File: config.mk
export PLATFORM = sky130hd
export DESIGN_NAME = tdpc_top
export DESIGN_NICKNAME = d
export VERILOG_FILES = /design/src/include/tdpc_pkg.sv /design/src/rtl/tdpc_top.sv /design/src/rtl/tdpc_inp.sv /design/src/rtl/tdpc_fire.sv
export SDC_FILE = /design/constraint.sdc
export NUM_CORES = 1
export LEC_CHECK = 0
export BUFFER_PORTS_ARGS = -buffer_cell sky130_fd_sc_hd__buf_2
export CAP_MARGIN = 20
export CORE_MARGIN = 4
export CORE_UTILIZATION = 55
export CTS_BUF_LIST = sky130_fd_sc_hd__clkbuf_8
export DETAILED_ROUTE_END_ITERATION = 8
export HOLD_SLACK_MARGIN = 0.08
export PLACE_DENSITY = 0.71
export SLEW_MARGIN = 5
export SYNTH_ARGS = -nofsm -noshare
export SYNTH_HDL_FRONTEND = slang
export SYNTH_SLANG_ARGS = --single-unit
File: constraint.sdc
create_clock -name CLOCK -period 36.7 [get_ports CLOCK]
set_clock_uncertainty 0.1 [all_clocks]
set_input_delay 7.34 -clock CLOCK [delete_from_list [all_inputs] [get_ports CLOCK]]
set_output_delay 7.34 -clock CLOCK [all_outputs]
set_load 0.02 [all_outputs]
File: src/include/tdpc_pkg.sv
// Purpose : constants shared by the touch dimmer phase controller
// Assumes : 100 MHz system clock, 50 Hz mains as the reference line
// Notes   : all touch timing counts mains half waves
package tdpc_pkg;
  // --------------------------------------------------------------
  // clock and mains reference
  // --------------------------------------------------------------
  localparam int unsigned CLK_MHZ       = 100;   // system clock rate
  localparam int unsigned HW_MS         = 10;    // half wave at 50 Hz
  localparam int unsigned TOUCH_MIN_MS  = 50;    // immunity period
  localparam int unsigned TOUCH_LONG_MS = 400;   // short/long border
  localparam int unsigned SWEEP_MS      = 7000;  // bright-dark-bright
  localparam int unsigned RETAIN_MS     = 1000;  // mains loss retention
  localparam int unsigned FIRE_US       = 10;    // triac gate pulse
  // --------------------------------------------------------------
  // derived counts
  // --------------------------------------------------------------
  localparam int unsigned IMMUNE_HW    = TOUCH_MIN_MS / HW_MS;
  localparam int unsigned SHORT_MAX_HW = TOUCH_LONG_MS / HW_MS;
  localparam int unsigned STEP_HW      = 5;     // half waves per step
  localparam int unsigned PAUSE_HW     = SWEEP_MS / HW_MS - 126 * STEP_HW;
  localparam int unsigned RETAIN_CYC_DEF = RETAIN_MS * 1000 * CLK_MHZ;
  localparam int unsigned FIRE_CYC     = FIRE_US * CLK_MHZ;
  // --------------------------------------------------------------
  // brightness and angle
  // --------------------------------------------------------------
  localparam int unsigned LVL_W        = 6;
  localparam logic [5:0]  LVL_MAX      = 6'h3F;
  localparam logic [5:0]  LVL_MIN      = 6'h00;
  localparam int unsigned COND_MIN_DEG = 35;
  localparam int unsigned COND_MAX_DEG = 152;
  localparam int unsigned HALF_DEG     = 180;
  localparam int unsigned LVL_SQ_MAX   = 63 * 63;
  // --------------------------------------------------------------
  // variants and states
  // --------------------------------------------------------------
  localparam logic [1:0]  VAR_A = 2'h0;  // on = max, same direction
  localparam logic [1:0]  VAR_B = 2'h1;  // restore level, reverse
  localparam logic [1:0]  VAR_C = 2'h2;  // on = max, reverse
  typedef enum logic [1:0]
  {
    T_IDLE  = 2'b00,
    T_SHORT = 2'b01,
    T_DIM   = 2'b10
  } tdpc_state_t;
endpackage : tdpc_pkg

File: src/rtl/tdpc_top.sv
// Purpose : touch dimmer controller, on/off, sweep and phase firing
// Assumes : one 100 MHz clock, all pins asynchronous to it
// Notes   : touch timing counts mains half waves so it scales with line
`timescale 1ns/1ns
`default_nettype none
module tdpc_top
  import tdpc_pkg::*;
#(
  parameter int unsigned RETAIN_CYC = RETAIN_CYC_DEF  // mains loss limit
)
(
  input  wire logic         CLOCK,
  input  wire logic         RST,
  input  wire logic         SYNC_IN,      // mains sync, high = positive
  input  wire logic         SENSOR_N,     // sensor, low = touched
  input  wire logic         EXT_IN,       // extension input
  input  wire logic         SLUMBER_CLK,  // slumber clock input
  input  wire logic [1:0]   VARIANT,      // behaviour strap
  output logic              TRIAC_FIRE,   // gate pulse
  output logic              LAMP_ON,      // lamp state
  output logic [LVL_W-1:0]  LEVEL,        // brightness memory
  output logic              DIMMING       // sweep running
);
  initial assert (RETAIN_CYC > 0) else $error("RETAIN_CYC must be nonzero");
  // --------------------------------------------------------------
  // input conditioning
  // --------------------------------------------------------------
  logic hw_tick;     // zero crossing pulse
  logic touch_raw;   // decoded touch per cycle
  logic slum_fall;   // slumber HL pulse
  tdpc_inp u_inp
  (
    .CLOCK      (CLOCK),
    .RST        (RST),
    .sync_pin   (SYNC_IN),
    .sens_n_pin (SENSOR_N),
    .ext_pin    (EXT_IN),
    .slum_pin   (SLUMBER_CLK),
    .hw_tick    (hw_tick),
    .touch_raw  (touch_raw),
    .slum_fall  (slum_fall)
  );
  // --------------------------------------------------------------
  // variant strap, synchronised in two stages
  // --------------------------------------------------------------
  logic [1:0] var1_r;
  logic [1:0] var2_r;
  always_ff @(posedge CLOCK or posedge RST)
  begin
    if (RST)
    begin
      var1_r <= VAR_A;
      var2_r <= VAR_A;
    end
    else
    begin
      var1_r <= VARIANT;
      var2_r <= var1_r;
    end
  end
  wire var_b = (var2_r == VAR_B);
  wire var_c = (var2_r == VAR_C);
  // --------------------------------------------------------------
  // immunity filter, a change must hold for IMMUNE_HW half waves
  // --------------------------------------------------------------
  logic       touch_f_r;   // filtered touch
  logic [3:0] imm_r;       // half waves of disagreement
  always_ff @(posedge CLOCK or posedge RST)
  begin
    if (RST)
    begin
      touch_f_r <= 1'b0;
      imm_r     <= 4'h0;
    end
    else if (hw_tick)
    begin
      // short glitches never reach the state machine
      if (touch_raw == touch_f_r)
        imm_r <= 4'h0;
      else if (imm_r == 4'(IMMUNE_HW - 1))
      begin
        touch_f_r <= touch_raw;
        imm_r     <= 4'h0;
      end
      else
        imm_r <= imm_r + 4'h1;
    end
  end
  // --------------------------------------------------------------
  // mains loss watchdog, counted on the system clock
  // --------------------------------------------------------------
  logic [31:0] gap_r;      // cycles since last crossing
  wire         lost = (gap_r == 32'(RETAIN_CYC));
  always_ff @(posedge CLOCK or posedge RST)
  begin
    if (RST)
      gap_r <= 32'h00000000;
    else if (hw_tick)
      gap_r <= 32'h00000000;
    else if (!lost)
      gap_r <= gap_r + 32'h00000001;
  end
  // --------------------------------------------------------------
  // control state
  // --------------------------------------------------------------
  tdpc_state_t      st_r;
  tdpc_state_t      st_nxt;
  logic             lamp_r;     // lamp on
  logic             lamp_nxt;
  logic [LVL_W-1:0] lvl_r;      // brightness memory
  logic [LVL_W-1:0] lvl_nxt;
  logic             dir_r;      // 1 = brighter
  logic             dir_nxt;
  logic [5:0]       dur_r;      // half waves of touch
  logic [5:0]       dur_nxt;
  logic [6:0]       step_r;     // half waves within a step
  logic [6:0]       step_nxt;
  logic             pause_r;    // resting at minimum
  logic             pause_nxt;
  // --------------------------------------------------------------
  // decode of the current situation
  // --------------------------------------------------------------
  wire long_hit  = hw_tick && (dur_r == 6'(SHORT_MAX_HW - 1));
  wire step_end  = (step_r == 7'(STEP_HW - 1));
  wire pause_end = (step_r == 7'(PAUSE_HW - 1));
  wire at_max    = (lvl_r == LVL_MAX);
  wire at_min    = (lvl_r == LVL_MIN);
  // --------------------------------------------------------------
  // next state: touch length decides toggle or sweep
  // --------------------------------------------------------------
  always_comb
  begin
    st_nxt    = st_r;
    lamp_nxt  = lamp_r;
    lvl_nxt   = lvl_r;
    dir_nxt   = dir_r;
    dur_nxt   = dur_r;
    step_nxt  = step_r;
    pause_nxt = pause_r;
    if (lost)
    begin
      // too long without mains: come back dark
      st_nxt   = T_IDLE;
      lamp_nxt = 1'b0;
    end
    else
    begin
      case (st_r)
        T_IDLE:
        begin
          if (touch_f_r)
          begin
            st_nxt  = T_SHORT;
            dur_nxt = 6'h00;
          end
          else if (slum_fall && lamp_r)
          begin
            // slumber clock walks down, then switches off
            if (at_min)
              lamp_nxt = 1'b0;
            else
              lvl_nxt = lvl_r - 6'h01;
          end
        end
        T_SHORT:
        begin
          if (!touch_f_r)
          begin
            // toggle on release; filter guarantees the 50 ms floor
            st_nxt   = T_IDLE;
            lamp_nxt = !lamp_r;
            if (!lamp_r && !var_b)
              lvl_nxt = LVL_MAX;
          end
          else if (long_hit)
          begin
            // long touch: enter the sweep, lamp lights
            st_nxt    = T_DIM;
            lamp_nxt  = 1'b1;
            step_nxt  = 7'h00;
            pause_nxt = 1'b0;
            if (var_b)
              dir_nxt = !dir_r;
            else
            begin
              lvl_nxt = LVL_MIN;
              dir_nxt = var_c ? !dir_r : dir_r;
            end
          end
          else if (hw_tick)
            dur_nxt = dur_r + 6'h01;
        end
        T_DIM:
        begin
          if (!touch_f_r)
            st_nxt = T_IDLE;
          else if (hw_tick && pause_r)
          begin
            // rest at minimum, then climb again
            if (pause_end)
            begin
              pause_nxt = 1'b0;
              step_nxt  = 7'h00;
              dir_nxt   = 1'b1;
            end
            else
              step_nxt = step_r + 7'h01;
          end
          else if (hw_tick && step_end)
          begin
            step_nxt = 7'h00;
            if (dir_r)
            begin
              if (at_max)
                dir_nxt = 1'b0;
              else
                lvl_nxt = lvl_r + 6'h01;
            end
            else if (at_min)
              pause_nxt = 1'b1;
            else
              lvl_nxt = lvl_r - 6'h01;
          end
          else if (hw_tick)
            step_nxt = step_r + 7'h01;
        end
        default:
          st_nxt = T_IDLE;
      endcase
    end
  end
  // --------------------------------------------------------------
  // state registers
  // --------------------------------------------------------------
  always_ff @(posedge CLOCK or posedge RST)
  begin
    if (RST)
    begin
      st_r    <= T_IDLE;
      lamp_r  <= 1'b0;
      lvl_r   <= LVL_MAX;
      dir_r   <= 1'b1;
      dur_r   <= 6'h00;
      step_r  <= 7'h00;
      pause_r <= 1'b0;
    end
    else
    begin
      st_r    <= st_nxt;
      lamp_r  <= lamp_nxt;
      lvl_r   <= lvl_nxt;
      dir_r   <= dir_nxt;
      dur_r   <= dur_nxt;
      step_r  <= step_nxt;
      pause_r <= pause_nxt;
    end
  end
  // --------------------------------------------------------------
  // angle curve: square law makes brightness feel linear
  // --------------------------------------------------------------
  function automatic logic [7:0] cond_deg(input logic [LVL_W-1:0] l);
    int unsigned sq;
    sq = int'(l) * int'(l);
    return 8'(COND_MIN_DEG + (sq * (COND_MAX_DEG - COND_MIN_DEG)) / LVL_SQ_MAX);
  endfunction : cond_deg
  wire [7:0] cond     = cond_deg(lvl_r);
  wire [7:0] fire_deg = 8'(HALF_DEG) - cond;
  // --------------------------------------------------------------
  // firing stage, locked to the measured half wave
  // --------------------------------------------------------------
  tdpc_fire #(.PER_W(24)) u_fire
  (
    .CLOCK    (CLOCK),
    .RST      (RST),
    .hw_tick  (hw_tick),
    .enable   (lamp_r),
    .fire_deg (fire_deg),
    .fire     (TRIAC_FIRE)
  );
  assign LAMP_ON = lamp_r;
  assign LEVEL   = lvl_r;
  assign DIMMING = (st_r == T_DIM);
  // --------------------------------------------------------------
  // checks
  // --------------------------------------------------------------
  wire release_short = (st_r == T_SHORT) && !touch_f_r && !lost;
  wire dim_entry     = (st_r == T_SHORT) && touch_f_r && long_hit && !lost;
  short_toggle_a: assert property (@(posedge CLOCK) disable iff (RST)
    release_short |=> lamp_r != $past(lamp_r) && st_r == T_IDLE)
    else $error("short touch did not toggle lamp");
  long_sweep_a: assert property (@(posedge CLOCK) disable iff (RST)
    dim_entry |=> st_r == T_DIM && lamp_r)
    else $error("long touch did not start sweep");
  var_a_entry_a: assert property (@(posedge CLOCK) disable iff (RST)
    dim_entry && var2_r == VAR_A |=> lvl_r == LVL_MIN && dir_r == $past(dir_r))
    else $error("variant A sweep start wrong");
  var_b_entry_a: assert property (@(posedge CLOCK) disable iff (RST)
    dim_entry && var_b |=> lvl_r == $past(lvl_r) && dir_r != $past(dir_r))
    else $error("variant B sweep start wrong");
  var_c_entry_a: assert property (@(posedge CLOCK) disable iff (RST)
    dim_entry && var_c |=> lvl_r == LVL_MIN && dir_r != $past(dir_r))
    else $error("variant C sweep start wrong");
  turn_on_max_a: assert property (@(posedge CLOCK) disable iff (RST)
    release_short && !lamp_r && !var_b |=> lvl_r == LVL_MAX)
    else $error("turn on did not select maximum");
  slumber_step_a: assert property (@(posedge CLOCK) disable iff (RST)
    st_r == T_IDLE && !touch_f_r && !lost && slum_fall && lamp_r && !at_min
    |=> lvl_r == $past(lvl_r) - 6'h01 && lamp_r)
    else $error("slumber edge did not step down");
  loss_off_a: assert property (@(posedge CLOCK) disable iff (RST)
    lost |=> !lamp_r ##1 !lamp_r)
    else $error("lamp stayed on after long mains loss");
  angle_range_a: assert property (@(posedge CLOCK) disable iff (RST)
    cond >= 8'(COND_MIN_DEG) && cond <= 8'(COND_MAX_DEG))
    else $error("conduction angle out of range");
  cover_toggle_c:  cover property (@(posedge CLOCK) disable iff (RST) release_short);
  cover_sweep_c:   cover property (@(posedge CLOCK) disable iff (RST) dim_entry);
  cover_pause_c:   cover property (@(posedge CLOCK) disable iff (RST) $rose(pause_r));
  cover_slumoff_c: cover property (@(posedge CLOCK) disable iff (RST)
    st_r == T_IDLE && slum_fall && lamp_r && at_min);
endmodule : tdpc_top
`default_nettype wire

File: src/rtl/tdpc_inp.sv
// Purpose : synchronise pins, find zero crossings, decode the inputs
// Assumes : sync pin high in the positive half wave
// Notes   : touch decode is settled once per full mains cycle
`timescale 1ns/1ns
`default_nettype none
module tdpc_inp
  import tdpc_pkg::*;
(
  input  wire logic CLOCK,
  input  wire logic RST,
  input  wire logic sync_pin,     // mains reference
  input  wire logic sens_n_pin,   // sensor, low = touched
  input  wire logic ext_pin,      // extension, high = operated
  input  wire logic slum_pin,     // slumber clock
  output logic      hw_tick,      // pulse at each zero crossing
  output logic      touch_raw,    // decoded touch, per cycle
  output logic      slum_fall     // pulse on slumber HL edge
);
  // --------------------------------------------------------------
  // two-stage synchronisers, stage one read by stage two only
  // --------------------------------------------------------------
  logic [3:0] s1_r;
  logic [3:0] s2_r;
  logic [3:0] s3_r;               // previous value for edges
  logic       sens_seen_r;        // sensor low in positive half
  logic       ext_all_r;          // extension high all cycle
  logic       touch_r;
  always_ff @(posedge CLOCK or posedge RST)
  begin
    if (RST)
    begin
      s1_r <= 4'h0;
      s2_r <= 4'h0;
      s3_r <= 4'h0;
    end
    else
    begin
      s1_r <= {slum_pin, ext_pin, sens_n_pin, sync_pin};
      s2_r <= s1_r;
      s3_r <= s2_r;
    end
  end
  // --------------------------------------------------------------
  // edge decode
  // --------------------------------------------------------------
  wire pos_half  = s2_r[0];
  wire rise      = s2_r[0] & ~s3_r[0];          // positive half starts
  assign hw_tick   = s2_r[0] ^ s3_r[0];
  assign slum_fall = ~s2_r[3] & s3_r[3];
  assign touch_raw = touch_r;
  // --------------------------------------------------------------
  // accumulate one full cycle, settle at the positive crossing
  // --------------------------------------------------------------
  always_ff @(posedge CLOCK or posedge RST)
  begin
    if (RST)
    begin
      sens_seen_r <= 1'b0;
      ext_all_r   <= 1'b1;
      touch_r     <= 1'b0;
    end
    else if (rise)
    begin
      // both inputs act alike: either one operates the block
      touch_r     <= sens_seen_r | ext_all_r;
      sens_seen_r <= ~s2_r[1];
      ext_all_r   <= s2_r[2];
    end
    else
    begin
      sens_seen_r <= sens_seen_r | (pos_half & ~s2_r[1]);
      ext_all_r   <= ext_all_r & s2_r[2];
    end
  end
  decode_at_cross_a: assert property (@(posedge CLOCK) disable iff (RST)
    $changed(touch_r) |-> $past(rise))
    else $error("touch decode changed away from a crossing");
endmodule : tdpc_inp
`default_nettype wire

File: src/rtl/tdpc_fire.sv
// Purpose : place one triac gate pulse per half wave
// Assumes : hw_tick marks every zero crossing
// Notes   : degrees are counted by a fraction accumulator, no divider
`timescale 1ns/1ns
`default_nettype none
module tdpc_fire
  import tdpc_pkg::*;
#(
  parameter int unsigned PER_W = 24           // half wave period width
)
(
  input  wire logic       CLOCK,
  input  wire logic       RST,
  input  wire logic       hw_tick,
  input  wire logic       enable,       // lamp on, dropped by touch, slumber or long mains loss
  input  wire logic [7:0] fire_deg,     // delay after crossing
  output logic            fire          // gate pulse, from a flop
);
  initial assert (PER_W >= 22) else $error("PER_W too small for 50 Hz");
  logic [PER_W-1:0] cnt_r;    // cycles since crossing
  logic [PER_W-1:0] per_r;    // last half wave length
  logic [PER_W-1:0] acc_r;    // degree fraction
  logic [7:0]       deg_r;    // degrees since crossing
  logic             fired_r;  // one pulse per half wave
  logic             fire_r;
  logic [15:0]      len_r;    // pulse width counter
  // --------------------------------------------------------------
  // degree stepping: a degree passes each time acc crosses per
  // --------------------------------------------------------------
  wire [PER_W-1:0] acc_add = acc_r + PER_W'(HALF_DEG);
  wire             deg_up  = (per_r != '0) && (acc_add >= per_r);
  wire             hit     = enable && !fired_r && (deg_r == fire_deg);
  assign fire = fire_r;
  always_ff @(posedge CLOCK or posedge RST)
  begin
    if (RST)
    begin
      cnt_r <= '0;
      per_r <= '0;
      acc_r <= '0;
      deg_r <= 8'h00;
    end
    else if (hw_tick)
    begin
      // re-measure each half wave so timing follows line frequency
      per_r <= cnt_r;
      cnt_r <= '0;
      acc_r <= '0;
      deg_r <= 8'h00;
    end
    else
    begin
      cnt_r <= (cnt_r == '1) ? cnt_r : cnt_r + 1'b1;
      acc_r <= deg_up ? acc_add - per_r : acc_add;
      deg_r <= (deg_up && deg_r != 8'hFF) ? deg_r + 8'h01 : deg_r;
    end
  end
  // --------------------------------------------------------------
  // gate pulse, cut short by the next crossing
  // --------------------------------------------------------------
  always_ff @(posedge CLOCK or posedge RST)
  begin
    if (RST)
    begin
      fired_r <= 1'b0;
      fire_r  <= 1'b0;
      len_r   <= 16'h0000;
    end
    else if (hw_tick)
    begin
      fired_r <= 1'b0;
      fire_r  <= 1'b0;
    end
    else if (hit)
    begin
      fired_r <= 1'b1;
      fire_r  <= 1'b1;
      len_r   <= 16'(FIRE_CYC - 1);
    end
    else if (fire_r)
    begin
      fire_r <= (len_r != 16'h0000);
      len_r  <= len_r - 16'h0001;
    end
  end
  tick_ends_pulse_a: assert property (@(posedge CLOCK) disable iff (RST)
    hw_tick |=> !fire_r)
    else $error("gate pulse crossed a zero crossing");
  // a new pulse may only start from a half wave that has not fired yet
  one_pulse_half_a: assert property (@(posedge CLOCK) disable iff (RST)
    $rose(fire_r) |-> !$past(fired_r))
    else $error("second gate pulse in one half wave");
endmodule : tdpc_fire
`default_nettype wire

== Word-level counts from Yosys, hierarchy flattened ==
Cells that the tools add are included.

* Add/subtract/negate cells: 13
* Multipliers: 2
* Divide/modulo/power cells: 1
* $lt $le $gt $ge: 1
* Equality and inequality tests: 42
* Muxes and demuxes: 78
* Bitwise gates (word level): 13
* Reductions and logical operators: 33

{| class="wikitable"
|+ Operators with widths
! operator !! number
|-
| $mux 24 || 4
|-
| $mux 6 || 16
|-
| $mux 32 || 2
|-
| $mux 7 || 7
|-
| $add 32x1->32 const B || 1
|-
| $div 32x12->32 const B || 1
|-
| $eq 32x27->1 const B || 1
|-
| $mux 16 || 2
|-
| $mux 1 || 31
|-
| $ne 3x3->1 const B || 10
|-
| $add 24x1->24 const B || 1
|-
| $add 24x8->24 const B || 1
|-
| $eq 24x24->1 const B || 1
|-
| $ge 24x24->1 || 1
|-
| $reduce_bool 24->1 || 1
|-
| $sub 24x24->24 || 1
|-
| $ne 2x2->1 const B || 10
|-
| $mul 12x7->19 const B || 1
|-
| $pmux 6 s3 || 1
|-
| $mux 8 || 2
|-
| $reduce_bool 16->1 || 1
|-
| $sub 16x1->16 const B || 1
|-
| $pmux 7 s2 || 1
|-
| $add 6x1->6 const B || 2
|-
| other kinds (43) || 83
|}

* Bits in registers: 178
* Bits of input ports: 8
* Output and inout bits: 9

== Logic depth before layout (Yosys ltp) ==
* Depth after elaboration: 9
* Mapped depth: 68
* Depth with buffers taken out: 60

== By module ==
Synthesis repeated with hierarchy kept, for this count alone.

* Cell total of the unflattened synthesis: 1943
* Area, all modules: 16184.3 um^2

{| class="wikitable"
|+ By module, submodules not included
! module !! instances !! cells each !! area an instance (um^2)
|-
| tdpc_top || 1 || 1185 || 9494.1
|-
| tdpc_fire || 1 || 733 || 6299.8
|-
| tdpc_inp || 1 || 25 || 390.4
|}

== Worst setup path before layout ==
No wires, ideal clock.

* Kind: register to register
* Start: register lvl_r[2] (netlist: LEVEL[2])
* End: register u_fire.fired_r
* Setup time: 119 ps
* Arrival time: 14084 ps
* Data required time: 36481 ps
* Slack: 22397 ps
* Cell stages (with the launch flop): 66
* Period minus slack after synthesis: 14303 ps
* Path through: dfstp_2 -> clkbuf_1 -> inv_1 -> nor2_1 -> xnor2_1 -> ha_1 -> inv_1 -> fa_1 -> fa_1 -> inv_1 -> ha_1 -> a21o_1 -> a21oi_1 -> xnor2_1 -> inv_1 -> fa_1 -> inv_1 -> ha_1 -> (+30 left out) -> o41ai_4 -> inv_2 -> o21ai_1 -> xnor2_1 -> o211ai_2 -> nand2_1 -> inv_1 -> ha_1 -> a31o_2 -> nand2_1 -> nor2_1 -> nor3_1 -> a21oi_1 -> a21oi_1 -> a2111oi_4 -> and2_1 -> buf_6 -> o21a_1

* Word-level cells in the longest chain between the ends: 8

{| class="wikitable"
|+ RTL lines
! what !! RTL line !! text
|-
| from (decl) || tdpc_top.sv:110 || <nowiki>logic [LVL_W-1:0] lvl_r;</nowiki>
|-
| from (signal assigned) || tdpc_top.sv:251 || <nowiki>lvl_r <= lvl_nxt;</nowiki>
|-
| $mul 6x6->12 || tdpc_top.sv:263 || <nowiki>sq = int'(l) * int'(l);</nowiki>
|-
| $mul 12x7->19 || tdpc_top.sv:264 || <nowiki>return 8'(COND_MIN_DEG + (sq * (COND_MAX_DEG - COND_MIN_DEG)) / LVL_SQ_MAX);</nowiki>
|-
| $div 32x12->32 || tdpc_top.sv:264 ||
|-
| $add 6x8->8 || tdpc_top.sv:264 ||
|-
| $sub 8x8->8 || tdpc_top.sv:267 || <nowiki>wire [7:0] fire_deg = 8'(HALF_DEG) - cond;</nowiki>
|-
| $eq 8x8->1 || tdpc_fire.sv:32 || <nowiki>wire hit = enable && !fired_r && (deg_r == fire_deg);</nowiki>
|-
| $logic_and 1x1->1 || tdpc_fire.sv:32 ||
|-
| $reduce_bool 2->1 (no line) || - ||
|-
| to (signal assigned) || tdpc_fire.sv:65 || <nowiki>fired_r <= 1'b0;</nowiki>
|-
| to (signal assigned) || tdpc_fire.sv:71 || <nowiki>fired_r <= 1'b0;</nowiki>
|-
| to (signal assigned) || tdpc_fire.sv:76 || <nowiki>fired_r <= 1'b1;</nowiki>
|-
| to (decl) || tdpc_fire.sv:24 || <nowiki>logic fired_r;</nowiki>
|}

Every way passes these cells.
A chain may end at the register's enable or synchronous reset.

== Worst setup path after layout ==
* Start: register lvl_r[3] (netlist: LEVEL[3])
* End: register u_fire.len_r[15]

* Word-level cells in the longest chain between the ends: 9

{| class="wikitable"
|+ RTL lines
! what !! RTL line !! text
|-
| $mul 6x6->12 (*) || tdpc_top.sv:263 ||
|-
| $mul 12x7->19 (*) || tdpc_top.sv:264 ||
|-
| $div 32x12->32 (*) || tdpc_top.sv:264 ||
|-
| $add 6x8->8 (*) || tdpc_top.sv:264 ||
|-
| $sub 8x8->8 (*) || tdpc_top.sv:267 ||
|-
| $eq 8x8->1 (*) || tdpc_fire.sv:32 ||
|-
| $logic_and 1x1->1 (*) || tdpc_fire.sv:32 ||
|-
| $reduce_bool 2->1 (no line) || - ||
|-
| $reduce_and 2->1 (no line) || - ||
|-
| to (signal assigned) || tdpc_fire.sv:78 || <nowiki>len_r <= 16'(FIRE_CYC - 1);</nowiki>
|-
| to (signal assigned) || tdpc_fire.sv:83 || <nowiki>len_r <= len_r - 16'h0001;</nowiki>
|-
| to (decl) || tdpc_fire.sv:26 || <nowiki>logic [15:0] len_r;</nowiki>
|}

Mark *: on every way between the ends. The rest lies on a longest branch, timed or not.

==> reports/metrics.cfg <==
[critical_path]
cp.required_ns=36.93
reg2reg_from=LEVEL[3]
critPathArrivalTime_ns=16.16
r2r_slack_ns=20.77
crit_end=u_fire.len_r[15]
critical_path_peak_fanout=11
reg2reg_depth=54
endpoint_kind=flip-flop
critPathKind=flip-flop to flip-flop
r2r_end=u_fire.len_r[15]
max_stage_delay_ns=0.77
startpoint_type=flip-flop
worstSetupStartpoint=LEVEL[3]
crit_slowest_cell=mux2i_1
critPathMostFrequentCell=inv_1

[clock_network]
clockBufferDepth=2
cts.clk_slew.worst_paths_ns=0.10
cts_buffers=17
ctsHtreeMaxLevel=4
post_cts_buffers=0
cts-root-buf=clkbuf_8
post_cts_resized=0
clock_latency_ns=0.47
cts_tree=done
hold_buffers=0
cts_sinks=176

[placed_design]
place_hpwl_um=27300
finalWeightedCongestion=0.957
dpl_cell_area_um2=15800
portBuffers=16

[cells_and_area]
layout_common_cells=nor2_1, dfrtp_1, inv_1
drive_gt1_share_pct=8.58
multi_input_area_um2=10200
num_antenna_cells=0
fillers=2540
final_area_um2=16200
ff_latch_area_um2=4410
area_growth_pct=4.85
mostFrequentLayoutCell=nor2_1
nets=1937

[synth]
synthFlopType=dfrtp_1
avgSynthCellArea_um2=8.54
synth_cell_types=112
synth-seq-area-share_pct=28.5
synthArstFlopShare_pct=100
yosys.area.top_type=dfrtp_1
syn_area_um2=15500
synth_top_cell_area_share_pct=27.2
ys_top_cells_by_area=dfrtp_1, ha_1, xnor2_1
synth_edf_count=0
synthCells=1810
syn_nets=1954
ys_seq_elements=176
yosys_warnings=0

[grt]
antenna_found_initial=0
grt_pass1_wl_um=61500
overflow=0
grt_max_degree=105
grt_pass1_vias=12874
grt.total_usage_pct=23.5

[die]
ios=17
initial_core_util_pct=55.7
die-width_um=176
dieArea_um2=30900
fp.dieH_um=176
num_rows=61
core_region_area_um2=27800

[timing]
fin_crit_sh_pct=43.4
rsz0062_at_grt=false
setup_viol=0
hold_violations=0
worst_slew_pin_slew_ns=0.980
period_needed_ns=15.93
setup_tns_ns=0
maxSlewHeadroom_pct=34.7
finalMaxSlewViolations=0
maxClockFrequency_mhz=62.8

[drt]
wl_per_cell_um=16.4
drt_pass1_iterations=6
antenna_left=0
drtIter0Drc=965
drc=0
vias_per_cell=6.01
wirelength_um=35800
vias=13120

[hold_path]
min-delay-start=u_inp.s1_r[0]
min_path_type=flip-flop to flip-flop

[run_status]
status=finished clean

[run]
maxCapViolations=0

[registers in the layout (all words and copies together), names as in the netlist, 4 cells and up]
signal	count
LEVEL	6
dur_r	6
gap_r	32
imm_r	4
step_r	7
u_fire.acc_r	24
u_fire.cnt_r	24
u_fire.deg_r	8
u_fire.len_r	16
u_fire.per_r	24
u_inp.s1_r	4
u_inp.s2_r	4
[cells in the mapped netlist, types with 8 or more instances]
cell type / count
nand4_1: 40
nand2_1: 133
a21oi_2: 9
nand3_1: 64
and3_1: 17
nor3_1: 44
o21ai_0: 99
a32oi_1: 8
inv_1: 149
nor2_1: 179
or3_1: 20
mux2i_1: 18
a21o_1: 30
a21oi_1: 87
ha_1: 113
o22ai_1: 8
xnor2_1: 98
mux2_2: 26
and4_1: 8
o31ai_1: 15
a21boi_0: 8
dfstp_2: 8
dfrtp_1: 168
a211oi_1: 22
xor2_1: 65
buf_1: 8
nand2b_1: 17
fa_1: 23
buf_2: 10
a31oi_1: 17
and2_1: 24
clkbuf_1: 32
o211ai_1: 11
nor2b_1: 19
nor4_1: 23
[kinds of logic (layout without fill, tap and decap cells)]
kind of cell / count (synthesis) / in the layout / share of synthesized area [%]
buf+inv: 211 / 207 / 5.54
mux: 44 / 44 / 3.06
xor+xnor: 165 / 165 / 9.52
fa+ha+maj: 137 / 137 / 12.2
flops: 176 / 176 / 28.5
compound gates: 437 / 437 / 20.2
simple gates: 640 / 640 / 21.0
[stage by stage]
stage          std cells  setup WS [ns]  hold slack [ns]  util, %
2_1_floorplan       1810          22.40            0.231        -
3_3_place_gp        2151          21.08            0.232     56.8
3_5_place_dp        2151          20.63            0.235     56.8
4_1_cts             2183          20.57            0.259     58.3
5_1_grt             2184          19.61            0.271     58.4
6_report            2184          20.77            0.256     58.4
[metal layers]
metal  global-route usage (%)  wire, um  part of all wire, %  vias up
met4                     7.34       853                  2.4        0
met5                        0         0                    0        -
met3                     2.26      1190                  3.3       65
li1                         -         -                    -     6458
met1                     31.4     16300                   46     6288
met2                     40.5     17400                   49      309
[final cells by class]
class	instances	area share, %
multi-input cells	1423	62.9
flip-flops and latches	176	27.2
clock inverters	14	1.05
well taps	378	2.92
clock buffers	18	1.53
repair buffers	23	0.818
inverters	152	3.55
[worst max-delay path: cells and delay by family (launching register included)]
kind	cells	cell delay [ns]
compound gates	15	4.19
fa+ha+maj	10	3.82
simple gates	12	3.79
mux	2	1.16
xor+xnor	5	1.05
buf+inv	10	1.03
flops	1	0.64
[how the worst min path moves through the flow]
| stage | end | slack (ns) | cells after the start |
|---|---|---|---|
| final | u_inp.s2_r[0] | 0.26 | 0 |
| after floorplan | u_inp.s2_r[0] | 0.23 | 0 |
| after CTS | var2_r[0] | 0.26 | 0 |
| after detailed placement | u_inp.s2_r[0] | 0.23 | 0 |
| after global routing | u_inp.s2_r[2] | 0.27 | 0 |
| after global placement | u_inp.s2_r[2] | 0.23 | 0 |
Power is left out: the tool's default activity adds up to more than one toggle a clock period on the data nets, which glitch-free logic cannot reach.
